### src/lrra_consts.svh
// Constants for the long read and block reassign command interpreter
`ifndef LRRA_CONSTS_SVH
`define LRRA_CONSTS_SVH
`define OPC_LONG_READ      8'h3e
`define OPC_REASSIGN       8'h07
`define CDB_LEN_LONG_READ  4'ha
`define CDB_LEN_REASSIGN   4'h6
`define CDB_BIT_ECC        1
`define CDB_BIT_RELATIVE_ADDRESS_FLAG     0
`define HDR_LEN            2'h3
`define DESC_LAST          2'h3
`define KEY_NONE           4'h0
`define KEY_MEDIUM         4'h3
`define KEY_HARDWARE       4'h4
`define KEY_ILLEGAL        4'h5
`define ASC_NONE           8'h00
`define ASC_UNREC_READ     8'h11
`define ASC_BAD_OPCODE     8'h20
`define ASC_BAD_CDB_FIELD  8'h24
`define ASC_NO_SPARE       8'h32
`define CSI_NONE           32'h0fffffff
`endif

### src/lrra_pkg.sv
// Types for the long read and block reassign command interpreter
package lrra_pkg;
  typedef enum logic [3:0] {
    ST_IDLE    = 4'h0,
    ST_CDB     = 4'h1,
    ST_DECODE  = 4'h2,
    ST_RL_WAIT = 4'h3,
    ST_RL_XFER = 4'h4,
    ST_RA_HDR  = 4'h5,
    ST_RA_DESC = 4'h6,
    ST_RA_WAIT = 4'h7
  } state_type;

  typedef struct packed {
    logic        valid;
    logic        incorrect_length_flag;
    logic [3:0]  key;
    logic [7:0]  asc;
    logic [31:0] info;
    logic [31:0] csi;
  } sense_type;

  typedef struct packed {
    state_type   st;
    logic [3:0]  idx;
    logic [3:0]  cdb_len;
    logic [79:0] cdb;
    logic [15:0] cnt;
    logic [15:0] list_left;
    logic [1:0]  bidx;
    logic [31:0] lba;
    logic        med_req;
    logic        remap_req;
    logic        glist_add;
    logic        data_valid;
    logic [7:0]  data_byte;
    logic        done;
    logic        check;
    sense_type   sense;
  } core_type;
endpackage

### src/lrra_core.sv
// Long read and block reassign command interpreter, target side
`timescale 1ns/10ps
`include "lrra_consts.svh"

module lrra_core (
  input  wire logic              i_clock,             // 200 MHz clock
  input  wire logic              i_rst_n,             // Async reset, active low
  input  wire logic              i_cdb_valid,         // Descriptor byte strobe
  input  wire logic [7:0]        i_cdb_byte,          // Descriptor byte
  output logic                   o_med_req,           // Long read medium request pulse
  output logic [31:0]            o_med_lba,           // Block address for medium
  output logic                   o_ecc_correct_flag,  // Medium applies ECC correction
  output logic                   o_relative_address_flag, // Address is relative
  input  wire logic              i_med_ack,           // Medium answers request
  input  wire logic [15:0]       i_med_avail_len,     // Data plus ECC bytes available
  output logic                   o_med_xfer,          // Medium may stream bytes
  input  wire logic              i_med_valid,         // Medium byte strobe
  input  wire logic [7:0]        i_med_byte,          // Medium byte
  output logic                   o_data_valid,        // Byte to initiator strobe
  output logic [7:0]             o_data_byte,         // Byte to initiator
  input  wire logic              i_param_valid,       // Defect list byte strobe
  input  wire logic [7:0]        i_param_byte,        // Defect list byte
  output logic                   o_param_ready,       // Defect list byte accepted
  output logic                   o_remap_req,         // Remap request pulse
  output logic [31:0]            o_remap_lba,         // Block to remap
  input  wire logic              i_remap_ack,         // Remap finished
  input  wire logic              i_spare_empty,       // No spare location left
  input  wire logic              i_unrec_err,         // Unrecoverable read elsewhere
  input  wire logic [31:0]       i_unrec_lba,         // Address of that block
  input  wire logic              i_glist_supported,   // Grown list exists
  output logic                   o_glist_add,         // Record remapped block pulse
  output logic                   o_done,              // Command complete pulse
  output logic                   o_check,             // Check condition with o_done
  output lrra_pkg::sense_type    o_sense              // Sense data, held to next command
);
  logic rst_meta_reg;
  logic rst_sync_reg;
  lrra_pkg::core_type s_reg;
  lrra_pkg::core_type s_next;

  always_ff @(posedge i_clock or negedge i_rst_n) begin
    if (!i_rst_n) begin
      rst_meta_reg <= 1'b0;
      rst_sync_reg <= 1'b0;
    end else begin
      rst_meta_reg <= 1'b1;
      rst_sync_reg <= rst_meta_reg;
    end
  end

  logic [7:0]  opcode;
  logic [15:0] req_len;
  logic [31:0] cdb_lba;
  logic [31:0] desc_lba;
  assign opcode   = s_reg.cdb[79:72];
  assign cdb_lba  = s_reg.cdb[63:32];
  assign req_len  = s_reg.cdb[15:0] >> 8 | {s_reg.cdb[23:16], 8'h00};
  assign desc_lba = {s_reg.lba[23:0], i_param_byte};

  always_comb begin
    s_next = s_reg;
    s_next.med_req    = 1'b0;
    s_next.remap_req  = 1'b0;
    s_next.glist_add  = 1'b0;
    s_next.data_valid = 1'b0;
    s_next.done       = 1'b0;
    case (s_reg.st)
      lrra_pkg::ST_IDLE: begin
        if (i_cdb_valid) begin
          s_next.cdb = {i_cdb_byte, 72'h0};
          s_next.idx = 4'h1;
          s_next.check = 1'b0;
          s_next.sense = '{1'b0, 1'b0, `KEY_NONE, `ASC_NONE, 32'h0, `CSI_NONE};
          if (i_cdb_byte == `OPC_LONG_READ) begin
            s_next.cdb_len = `CDB_LEN_LONG_READ;
            s_next.st = lrra_pkg::ST_CDB;
          end else if (i_cdb_byte == `OPC_REASSIGN) begin
            s_next.cdb_len = `CDB_LEN_REASSIGN;
            s_next.st = lrra_pkg::ST_CDB;
          end else begin
            s_next.check = 1'b1;
            s_next.done = 1'b1;
            s_next.sense.key = `KEY_ILLEGAL;
            s_next.sense.asc = `ASC_BAD_OPCODE;
          end
        end
      end
      lrra_pkg::ST_CDB: begin
        if (i_cdb_valid) begin
          s_next.cdb[79 - 8 * s_reg.idx -: 8] = i_cdb_byte;
          s_next.idx = s_reg.idx + 4'h1;
          if (s_reg.idx + 4'h1 == s_reg.cdb_len) begin
            s_next.st = lrra_pkg::ST_DECODE;
          end
        end
      end
      lrra_pkg::ST_DECODE: begin
        if (opcode == `OPC_LONG_READ) begin
          s_next.lba = cdb_lba;
          s_next.cnt = req_len;
          s_next.med_req = 1'b1;
          s_next.st = lrra_pkg::ST_RL_WAIT;
        end else begin
          s_next.idx = 4'h0;
          s_next.st = lrra_pkg::ST_RA_HDR;
        end
      end
      lrra_pkg::ST_RL_WAIT: begin
        if (i_med_ack) begin
          if (s_reg.cnt == 16'h0) begin
            s_next.done = 1'b1;
            s_next.st = lrra_pkg::ST_IDLE;
          end else if (s_reg.cnt != i_med_avail_len) begin
            s_next.done = 1'b1;
            s_next.check = 1'b1;
            s_next.sense.key = `KEY_ILLEGAL;
            s_next.sense.asc = `ASC_BAD_CDB_FIELD;
            s_next.sense.valid = 1'b1;
            s_next.sense.incorrect_length_flag = 1'b1;
            s_next.sense.info = {16'h0, s_reg.cnt} - {16'h0, i_med_avail_len};
            s_next.st = lrra_pkg::ST_IDLE;
          end else begin
            s_next.st = lrra_pkg::ST_RL_XFER;
          end
        end
      end
      lrra_pkg::ST_RL_XFER: begin
        if (i_med_valid) begin
          s_next.data_valid = 1'b1;
          s_next.data_byte = i_med_byte;
          s_next.cnt = s_reg.cnt - 16'h1;
          if (s_reg.cnt == 16'h1) begin
            s_next.done = 1'b1;
            s_next.st = lrra_pkg::ST_IDLE;
          end
        end
      end
      lrra_pkg::ST_RA_HDR: begin
        if (i_param_valid) begin
          s_next.list_left = {s_reg.list_left[7:0], i_param_byte};
          s_next.idx = s_reg.idx + 4'h1;
          s_next.bidx = 2'h0;
          if (s_reg.idx[1:0] == `HDR_LEN) begin
            if ({s_reg.list_left[7:0], i_param_byte} < 16'h4) begin
              s_next.done = 1'b1;
              s_next.st = lrra_pkg::ST_IDLE;
            end else begin
              s_next.st = lrra_pkg::ST_RA_DESC;
            end
          end
        end
      end
      lrra_pkg::ST_RA_DESC: begin
        if (i_param_valid) begin
          s_next.lba = desc_lba;
          s_next.bidx = s_reg.bidx + 2'h1;
          s_next.list_left = s_reg.list_left - 16'h1;
          if (s_reg.bidx == `DESC_LAST) begin
            s_next.remap_req = 1'b1;
            s_next.st = lrra_pkg::ST_RA_WAIT;
          end
        end
      end
      lrra_pkg::ST_RA_WAIT: begin
        if (i_remap_ack) begin
          if (i_spare_empty) begin
            s_next.done = 1'b1;
            s_next.check = 1'b1;
            s_next.sense.key = `KEY_HARDWARE;
            s_next.sense.asc = `ASC_NO_SPARE;
            s_next.sense.csi = s_reg.lba;
            s_next.st = lrra_pkg::ST_IDLE;
          end else if (i_unrec_err) begin
            s_next.done = 1'b1;
            s_next.check = 1'b1;
            s_next.sense.key = `KEY_MEDIUM;
            s_next.sense.asc = `ASC_UNREC_READ;
            s_next.sense.valid = 1'b1;
            s_next.sense.info = i_unrec_lba;
            s_next.sense.csi = s_reg.lba;
            s_next.st = lrra_pkg::ST_IDLE;
          end else begin
            s_next.glist_add = i_glist_supported;
            if (s_reg.list_left < 16'h4) begin
              s_next.done = 1'b1;
              s_next.st = lrra_pkg::ST_IDLE;
            end else begin
              s_next.st = lrra_pkg::ST_RA_DESC;
            end
          end
        end
      end
      default: begin
        s_next.st = lrra_pkg::ST_IDLE;
      end
    endcase
  end

  always_ff @(posedge i_clock or negedge rst_sync_reg) begin
    if (!rst_sync_reg) begin
      s_reg <= '0;
    end else begin
      s_reg <= s_next;
    end
  end

  assign o_med_req               = s_reg.med_req;
  assign o_med_lba               = s_reg.lba;
  assign o_ecc_correct_flag      = s_reg.cdb[64 + `CDB_BIT_ECC];
  assign o_relative_address_flag = s_reg.cdb[64 + `CDB_BIT_RELATIVE_ADDRESS_FLAG];
  assign o_med_xfer              = (s_reg.st == lrra_pkg::ST_RL_XFER);
  assign o_data_valid            = s_reg.data_valid;
  assign o_data_byte             = s_reg.data_byte;
  assign o_param_ready           = (s_reg.st == lrra_pkg::ST_RA_HDR) ||
                                   (s_reg.st == lrra_pkg::ST_RA_DESC);
  assign o_remap_req             = s_reg.remap_req;
  assign o_remap_lba             = s_reg.lba;
  assign o_glist_add             = s_reg.glist_add;
  assign o_done                  = s_reg.done;
  assign o_check                 = s_reg.check;
  assign o_sense                 = s_reg.sense;

  a_zero_len_good: assert property (@(posedge i_clock) disable iff (!rst_sync_reg)
    s_reg.st == lrra_pkg::ST_RL_WAIT && i_med_ack && s_reg.cnt == 16'h0
    |=> o_done && !o_check && !o_data_valid) else $error("zero length long read failed");
  a_len_mismatch: assert property (@(posedge i_clock) disable iff (!rst_sync_reg)
    s_reg.st == lrra_pkg::ST_RL_WAIT && i_med_ack && s_reg.cnt != 16'h0 &&
    s_reg.cnt != i_med_avail_len
    |=> o_done && o_check && o_sense.key == 4'h5 && o_sense.asc == 8'h24)
    else $error("length mismatch not reported");
  a_residue_value: assert property (@(posedge i_clock) disable iff (!rst_sync_reg)
    s_reg.st == lrra_pkg::ST_RL_WAIT && i_med_ack && s_reg.cnt != 16'h0 &&
    s_reg.cnt != i_med_avail_len
    |=> o_sense.valid && o_sense.incorrect_length_flag &&
        o_sense.info == 32'({16'h0, $past(s_reg.cnt)} - {16'h0, $past(i_med_avail_len)}))
    else $error("bad residue");
  a_ecc_to_medium: assert property (@(posedge i_clock) disable iff (!rst_sync_reg)
    o_med_req |-> $past(s_reg.st) == lrra_pkg::ST_DECODE && $past(opcode) == 8'h3e &&
    o_ecc_correct_flag == s_reg.cdb[65] &&
    o_med_lba == cdb_lba) else $error("ecc flag or address wrong");
  a_xfer_only: assert property (@(posedge i_clock) disable iff (!rst_sync_reg)
    o_data_valid |-> $past(o_med_xfer) && $past(i_med_valid) &&
    o_data_byte == $past(i_med_byte)) else $error("stray data byte");
  a_no_spare: assert property (@(posedge i_clock) disable iff (!rst_sync_reg)
    s_reg.st == lrra_pkg::ST_RA_WAIT && i_remap_ack && i_spare_empty
    |=> o_done && o_check && o_sense.key == 4'h4 && o_sense.asc == 8'h32 &&
        o_sense.csi == $past(o_remap_lba)) else $error("spare error not reported");
  a_unrec_info: assert property (@(posedge i_clock) disable iff (!rst_sync_reg)
    s_reg.st == lrra_pkg::ST_RA_WAIT && i_remap_ack && !i_spare_empty && i_unrec_err
    |=> o_check && o_sense.valid && o_sense.info == $past(i_unrec_lba))
    else $error("unrecoverable block not reported");
  a_glist_record: assert property (@(posedge i_clock) disable iff (!rst_sync_reg)
    s_reg.st == lrra_pkg::ST_RA_WAIT && i_remap_ack && !i_spare_empty && !i_unrec_err
    |=> o_glist_add == $past(i_glist_supported)) else $error("grown list not updated");
  a_good_csi: assert property (@(posedge i_clock) disable iff (!rst_sync_reg)
    o_done && !o_check |-> o_sense.csi == 32'h0fffffff) else $error("csi not cleared");
  a_remap_after_4: assert property (@(posedge i_clock) disable iff (!rst_sync_reg)
    o_remap_req |-> $past(o_param_ready) && $past(i_param_valid) &&
    o_remap_lba[7:0] == $past(i_param_byte)) else $error("descriptor mis-assembled");
endmodule

### config.mk
export PLATFORM = sky130hd
export DESIGN_NAME = lrra_core
export DESIGN_NICKNAME = d
export VERILOG_FILES = /design/src/lrra_pkg.sv /design/src/lrra_core.sv
export VERILOG_INCLUDE_DIRS = /design/src
export SDC_FILE = /design/constraint.sdc
export NUM_CORES = 1
export LEC_CHECK = 0
export BUFFER_PORTS_ARGS = -buffer_cell sky130_fd_sc_hd__clkbuf_2
export CAP_MARGIN = 5
export CELL_PAD_IN_SITES_DETAIL_PLACEMENT = 0
export CELL_PAD_IN_SITES_GLOBAL_PLACEMENT = 1
export CORE_MARGIN = 4
export CORE_UTILIZATION = 43
export CTS_BUF_LIST = sky130_fd_sc_hd__clkbuf_8
export DETAILED_ROUTE_END_ITERATION = 10
export HOLD_SLACK_MARGIN = 0.1
export MAX_ROUTING_LAYER = met4
export PLACE_DENSITY = 0.89
export RECOVER_POWER = 100
export SYNTH_ARGS = -nofsm -noshare
export SYNTH_HDL_FRONTEND = slang
export SYNTH_SLANG_ARGS = --single-unit
### constraint.sdc
create_clock -name i_clock -period 9.09 [get_ports i_clock]
set_input_delay 1.818 -clock i_clock [delete_from_list [all_inputs] [get_ports i_clock]]
set_output_delay 1.818 -clock i_clock [all_outputs]
set_load 0.05 [all_outputs]
* Yosys cells after proc, flatten, opt, wreduce, memory -nomap -nowiden
Index checks and enable logic that the tools add are counted.
W data, S select, Z words.
** Operators by class
- Add/sub/neg operators :: 7
- Shifts and indexed selects :: 2
- $lt $le $gt $ge :: 2
- Muxes and demuxes :: 75
- Div/mod/pow operators :: 0
- Reduce and logical (&&, ||, !) cells :: 24
- Equality and inequality tests :: 34
- Multiply operators :: 0
- Bitwise logic cells :: 1
** Operator list (number)
- $mux W80 :: 2
- $pmux W80 S2 :: 1
- $mux W76 :: 2
- $pmux W44 S3 :: 1
- $pmux W32 S2 :: 2
- $mux W48 :: 2
- $mux W92 :: 1
- $shift A8 B34 Y87 const A :: 1
- $shiftx A8 B34 Y87 :: 1
- $bwmux W80 :: 1
- $mux W32 :: 2
- $mux W4 :: 16
- $mux W50 :: 1
- $mux W47 :: 1
- $pmux W18 S2 :: 1
- $neg A32 Y34 :: 1
- $mux W33 :: 1
- $lt A16 B3 Y1 const B :: 2
- $mux W16 :: 2
- $pmux W16 S2 :: 1
- $pmux W4 S8 :: 1
- $sub A16 B1 Y16 const B :: 2
- $ne A2 B2 Y1 const B :: 15
- $mux W11 :: 2
- 41 further kinds :: 83
** Storage, ports and cells
- Latch bits :: 0
- Logic and storage cells :: 168
- Memory bits (writable) :: 0
- Bits of input ports :: 82
- Memories kept :: 0
- Bits in read-only memories :: 0
- Output and inout bits :: 160
- Bits in registers :: 252

* Depth between registers and ports, before layout
- Depth after elaboration :: 6
- Depth in mapped cells :: 12
- Depth with buffers taken out :: 10

* Worst setup path before layout
OpenSTA, ideal clock, no wires.
- Kind :: in2reg
- Start point :: in i_med_avail_len[7]
- End point :: reg s_reg (netlist bit o_sense[72])
- Arrival time :: 3.603 ns
- Setup time :: 0.125 ns
- Data required time :: 8.965 ns
- Path buffers :: 1
- Path slack :: 5.362 ns
- Cell stages on the path :: 9
- Cells stage by stage :: inv_1 -> ha_1 -> clkbuf_1 -> nand4_1 -> nor4_1 -> nand2_1 -> nand3_2 -> a21o_1 -> mux2_2
** On the way
- Word-level cells in the longest chain between the ends :: 3
** Ends and longest elaborated chain
- from (decl) :: line lrra_core.sv:15 : input wire logic [15:0] i_med_avail_len,
- $ne A16 B16 Y1 :: line lrra_core.sv:113 : end else if (s_reg.cnt != i_med_avail_len) begin
- $ne A2 B2 Y1 (no line)
- $reduce_and A7 Y1 (no line)
- to (signal assigned) :: line lrra_core.sv:203 : s_reg <= s_next;
- to (decl) :: line lrra_core.sv:38 : lrra_pkg::core_type s_reg;
No other way between the ends.
A chain may end at the register's enable or synchronous reset.

* Worst setup path in the final report
- Start point :: reg s_reg[248] (netlist bit)
- End point :: reg s_reg (netlist bit o_med_lba[4])
** On the way
- Word-level cells in the longest chain between the ends :: 3
- Elaborated cells between the ends (all ways) :: 7
- Classes of those cells :: eq/ne: 4; mux: 1; reduce/logical: 2
** Ends and longest elaborated chain
- $eq A4 B2 Y1 / $eq A4 B3 Y1 (equally long branches) :: line lrra_core.sv:67 : case (s_reg.st)
- $ne A2 B2 Y1 (no line) / $reduce_bool A2 Y1 (equally long branches)
- $reduce_and A3 Y1 (no line)
Several ways; a longest one is shown, not always the timed one.

==> results.toml <==
[run_status]
status = "complete, but fails checks"
violations = "capacitance limit, slew limit"

[floorplanning]
start_util_pct = 43.75
die_area_um2 = 31180
die_w_um = 176.6
core_area_um2 = 27930
die_h_um = 176.6
fp-row-count = 61
io_pins = 242

[worst_setup_path]
crit_buf_inv = 1
path_cells = "nand2_1 > nor2_4 > clkbuf_1 > and2_0 > nor2_1 > o21ai_0"
cpPeakStageDelay_ns = 2.50
cp.arrival_ns = 6.09
critPathTopFamily = "simple AND/OR/NAND/NOR gates"
critPathLaunch = "s_reg[248]"
path_class = "reg2reg"
crit_path_start_kind = "flip-flop"
worstSetupEndpointType = "flip-flop"
required_ns = 9.35
critPathSlowestCell = "nor2_1"
worstPathMaxFanout = 64
r2r-start = "s_reg[248]"

[sta]
fmax_ghz = 0.1716
setup_tns_ns = 0
fin_ws_ns = 3.263
final_hold_viol_count = 0
rsz0062_at_grt = "false"
slew_headroom_pct = -134.9
slew_viol_final = 352
worstMarginPinSlew_ns = 3.523
fin_crit_ns = 5.827
holdWs_ns = 0.3369
timing.final.crit_share_pct = 64.11
fin_skew_ns = 0.01834
finalSetupViolCount = 0

[drt]
vias = 10150
ant_nets = 0
via_per_inst = 5.433
drt_first_pass_iters = 5
routedWlPerCell_um = 18.28
drcViolationCount = 0
wl_um = 34140
drt_iter0_drc = 763

[global_routing]
grt_pass1_wl_um = 53890
grt_pass1_vias = 9754
grt_overflow = 0
grt_usage_pct = 21.92
antenna_found_initial = 1
grt_max_degree = 78

[yosys]
yosysSeqAreaShare_pct = 45.45
synth_common_cells = "dfrtp_1 (222), nand2_1 (176), buf_4 (151)"
synth_seq_cells = 222
synth_edf_count = 0
synthArstFlopShare_pct = 100.0
synthTopCellsByArea = "dfrtp_1 (45%), buf_4 (9.3%), nand2_1 (5.4%)"
synth_top_cell_by_area = "dfrtp_1"
yosys.cell_count.top_type = "dfrtp_1"
synth_area_um2 = 12220
ys.flop_type = "dfrtp_1"
synth_cell_type_count = 66
syn_inst = 1381
yosysWarnings = 0
syn_area_per_cell_um2 = 8.850
synth_top_area_share_pct = 45.45

[clock_network]
clk_path_buf_depth = 3
cts_made_buffers = 41
cts_tree = "built"
clk_latency_ns = 0.54
clock-root-buffer = "clkbuf_8"
post-cts-setup-buffers = 0
cts_hold_buf = 0
cts.htree.levels = 2
clk_pin_slew_worst_paths_ns = 0.06
cts_resized = 0
clock-sinks = 222

[cells_and_area]
largest_reg_flops = 72
final_layout_size_suffix_gt1_share_pct = 11.95
final_util_pct = 47.36
seqCellArea_um2 = 5555
syn_to_final_growth_pct = 8.241
multi_input_area_um2 = 5066
fin_nets = 1564
layout.cells.non_filler = 1868
stdcell_area_um2 = 13230
fillers = 2853

[flow_run]
cap_violations = 6

[place]
hpwl_um = 24370
portBuffers = 237
place_congestion = 0.9290
place_ws_ns = 4.411
placedCellCount = 1790
placed_area_um2 = 12580

[power]
ir_drop_uv = 218.0
finalPower_mw = 4.794
leakage_nw = 5.821
power_density_nw_per_um2 = 362.4

[hold_path]
hp-class = "reg2async"
## report_power, final
group | internal [mW] | switching (mW)
combinational | 0.539 | 1.67
clock | 0.585 | 0.430
sequential | 1.29 | 0.287
total | 2.41 | 2.38
## cells by family after synthesis
logic type | synth area share (%)
AND/OR/NAND/NOR | 15.86
AO/OA/AOI/OAI | 19.80
buffers and inverters | 13.29
flip-flops | 45.45
adder cells (fa/ha/maj) | 2.723
multiplexers | 1.812
XOR/XNOR | 1.003
other | 0.06145
## final cells by class
cell class	count	share of cell area (%)
clock inverter	23	1.239
tap	378	3.575
timing repair buffer	250	8.002
inverter	48	1.362
multi-input combinational	893	38.30
clock buffer	53	5.514
sequential	222	41.99
antenna	1	0.01892
## worst register-to-register path, stage by stage, from the launching register on
cell,delay [ns]
dfrtp_1,0.61
nand2_1,0.31
nor2_4,0.04
clkbuf_1,0.89
and2_0,0.73
nor2_1,2.50
o21ai_0,0.46
## cell usage in the layout (no fill, tap or decap), drive strengths merged, types with 7 or more instances in the layout
cell type	n
nor3	22
nand4	7
ha	25
a31oi	7
a22o	23
dfrtp	222
xnor2	10
o31ai	7
nand2	176
a22oi	54
nor4	10
a211oi	7
a21o	11
clkbuf	297
inv	61
nor2	95
nand2b	11
mux2	17
nand3	74
a21oi	120
o21ai	128
## per-layer routing
metal  part of all wire [%]  vias to the layer above  global-route usage, %
li1                       -                     4857                      -
met1                     45                     4876                  30.32
met2                     46                      366                  33.77
met3                    7.4                       49                  4.347
met4                    1.8                        0                  4.932
met5                      0                        -                      -
## final timing paths
| check | end | depth (start not counted) | slack, ns |
|---|---|---|---|
| max | o_med_lba[4] | 6 | 3.26 |
| min | s_reg[141] | 0 | 0.34 |
| max reg2reg | o_med_lba[4] | 6 | 3.26 |
| min reg2reg | s_reg[141] | 0 | 0.34 |
| max in group asynchronous | o_sense[42] | 2 | 3.63 |
| min in group i_clock | rst_sync_reg | 0 | 0.35 |
Power figures use the tool's default switching activity.
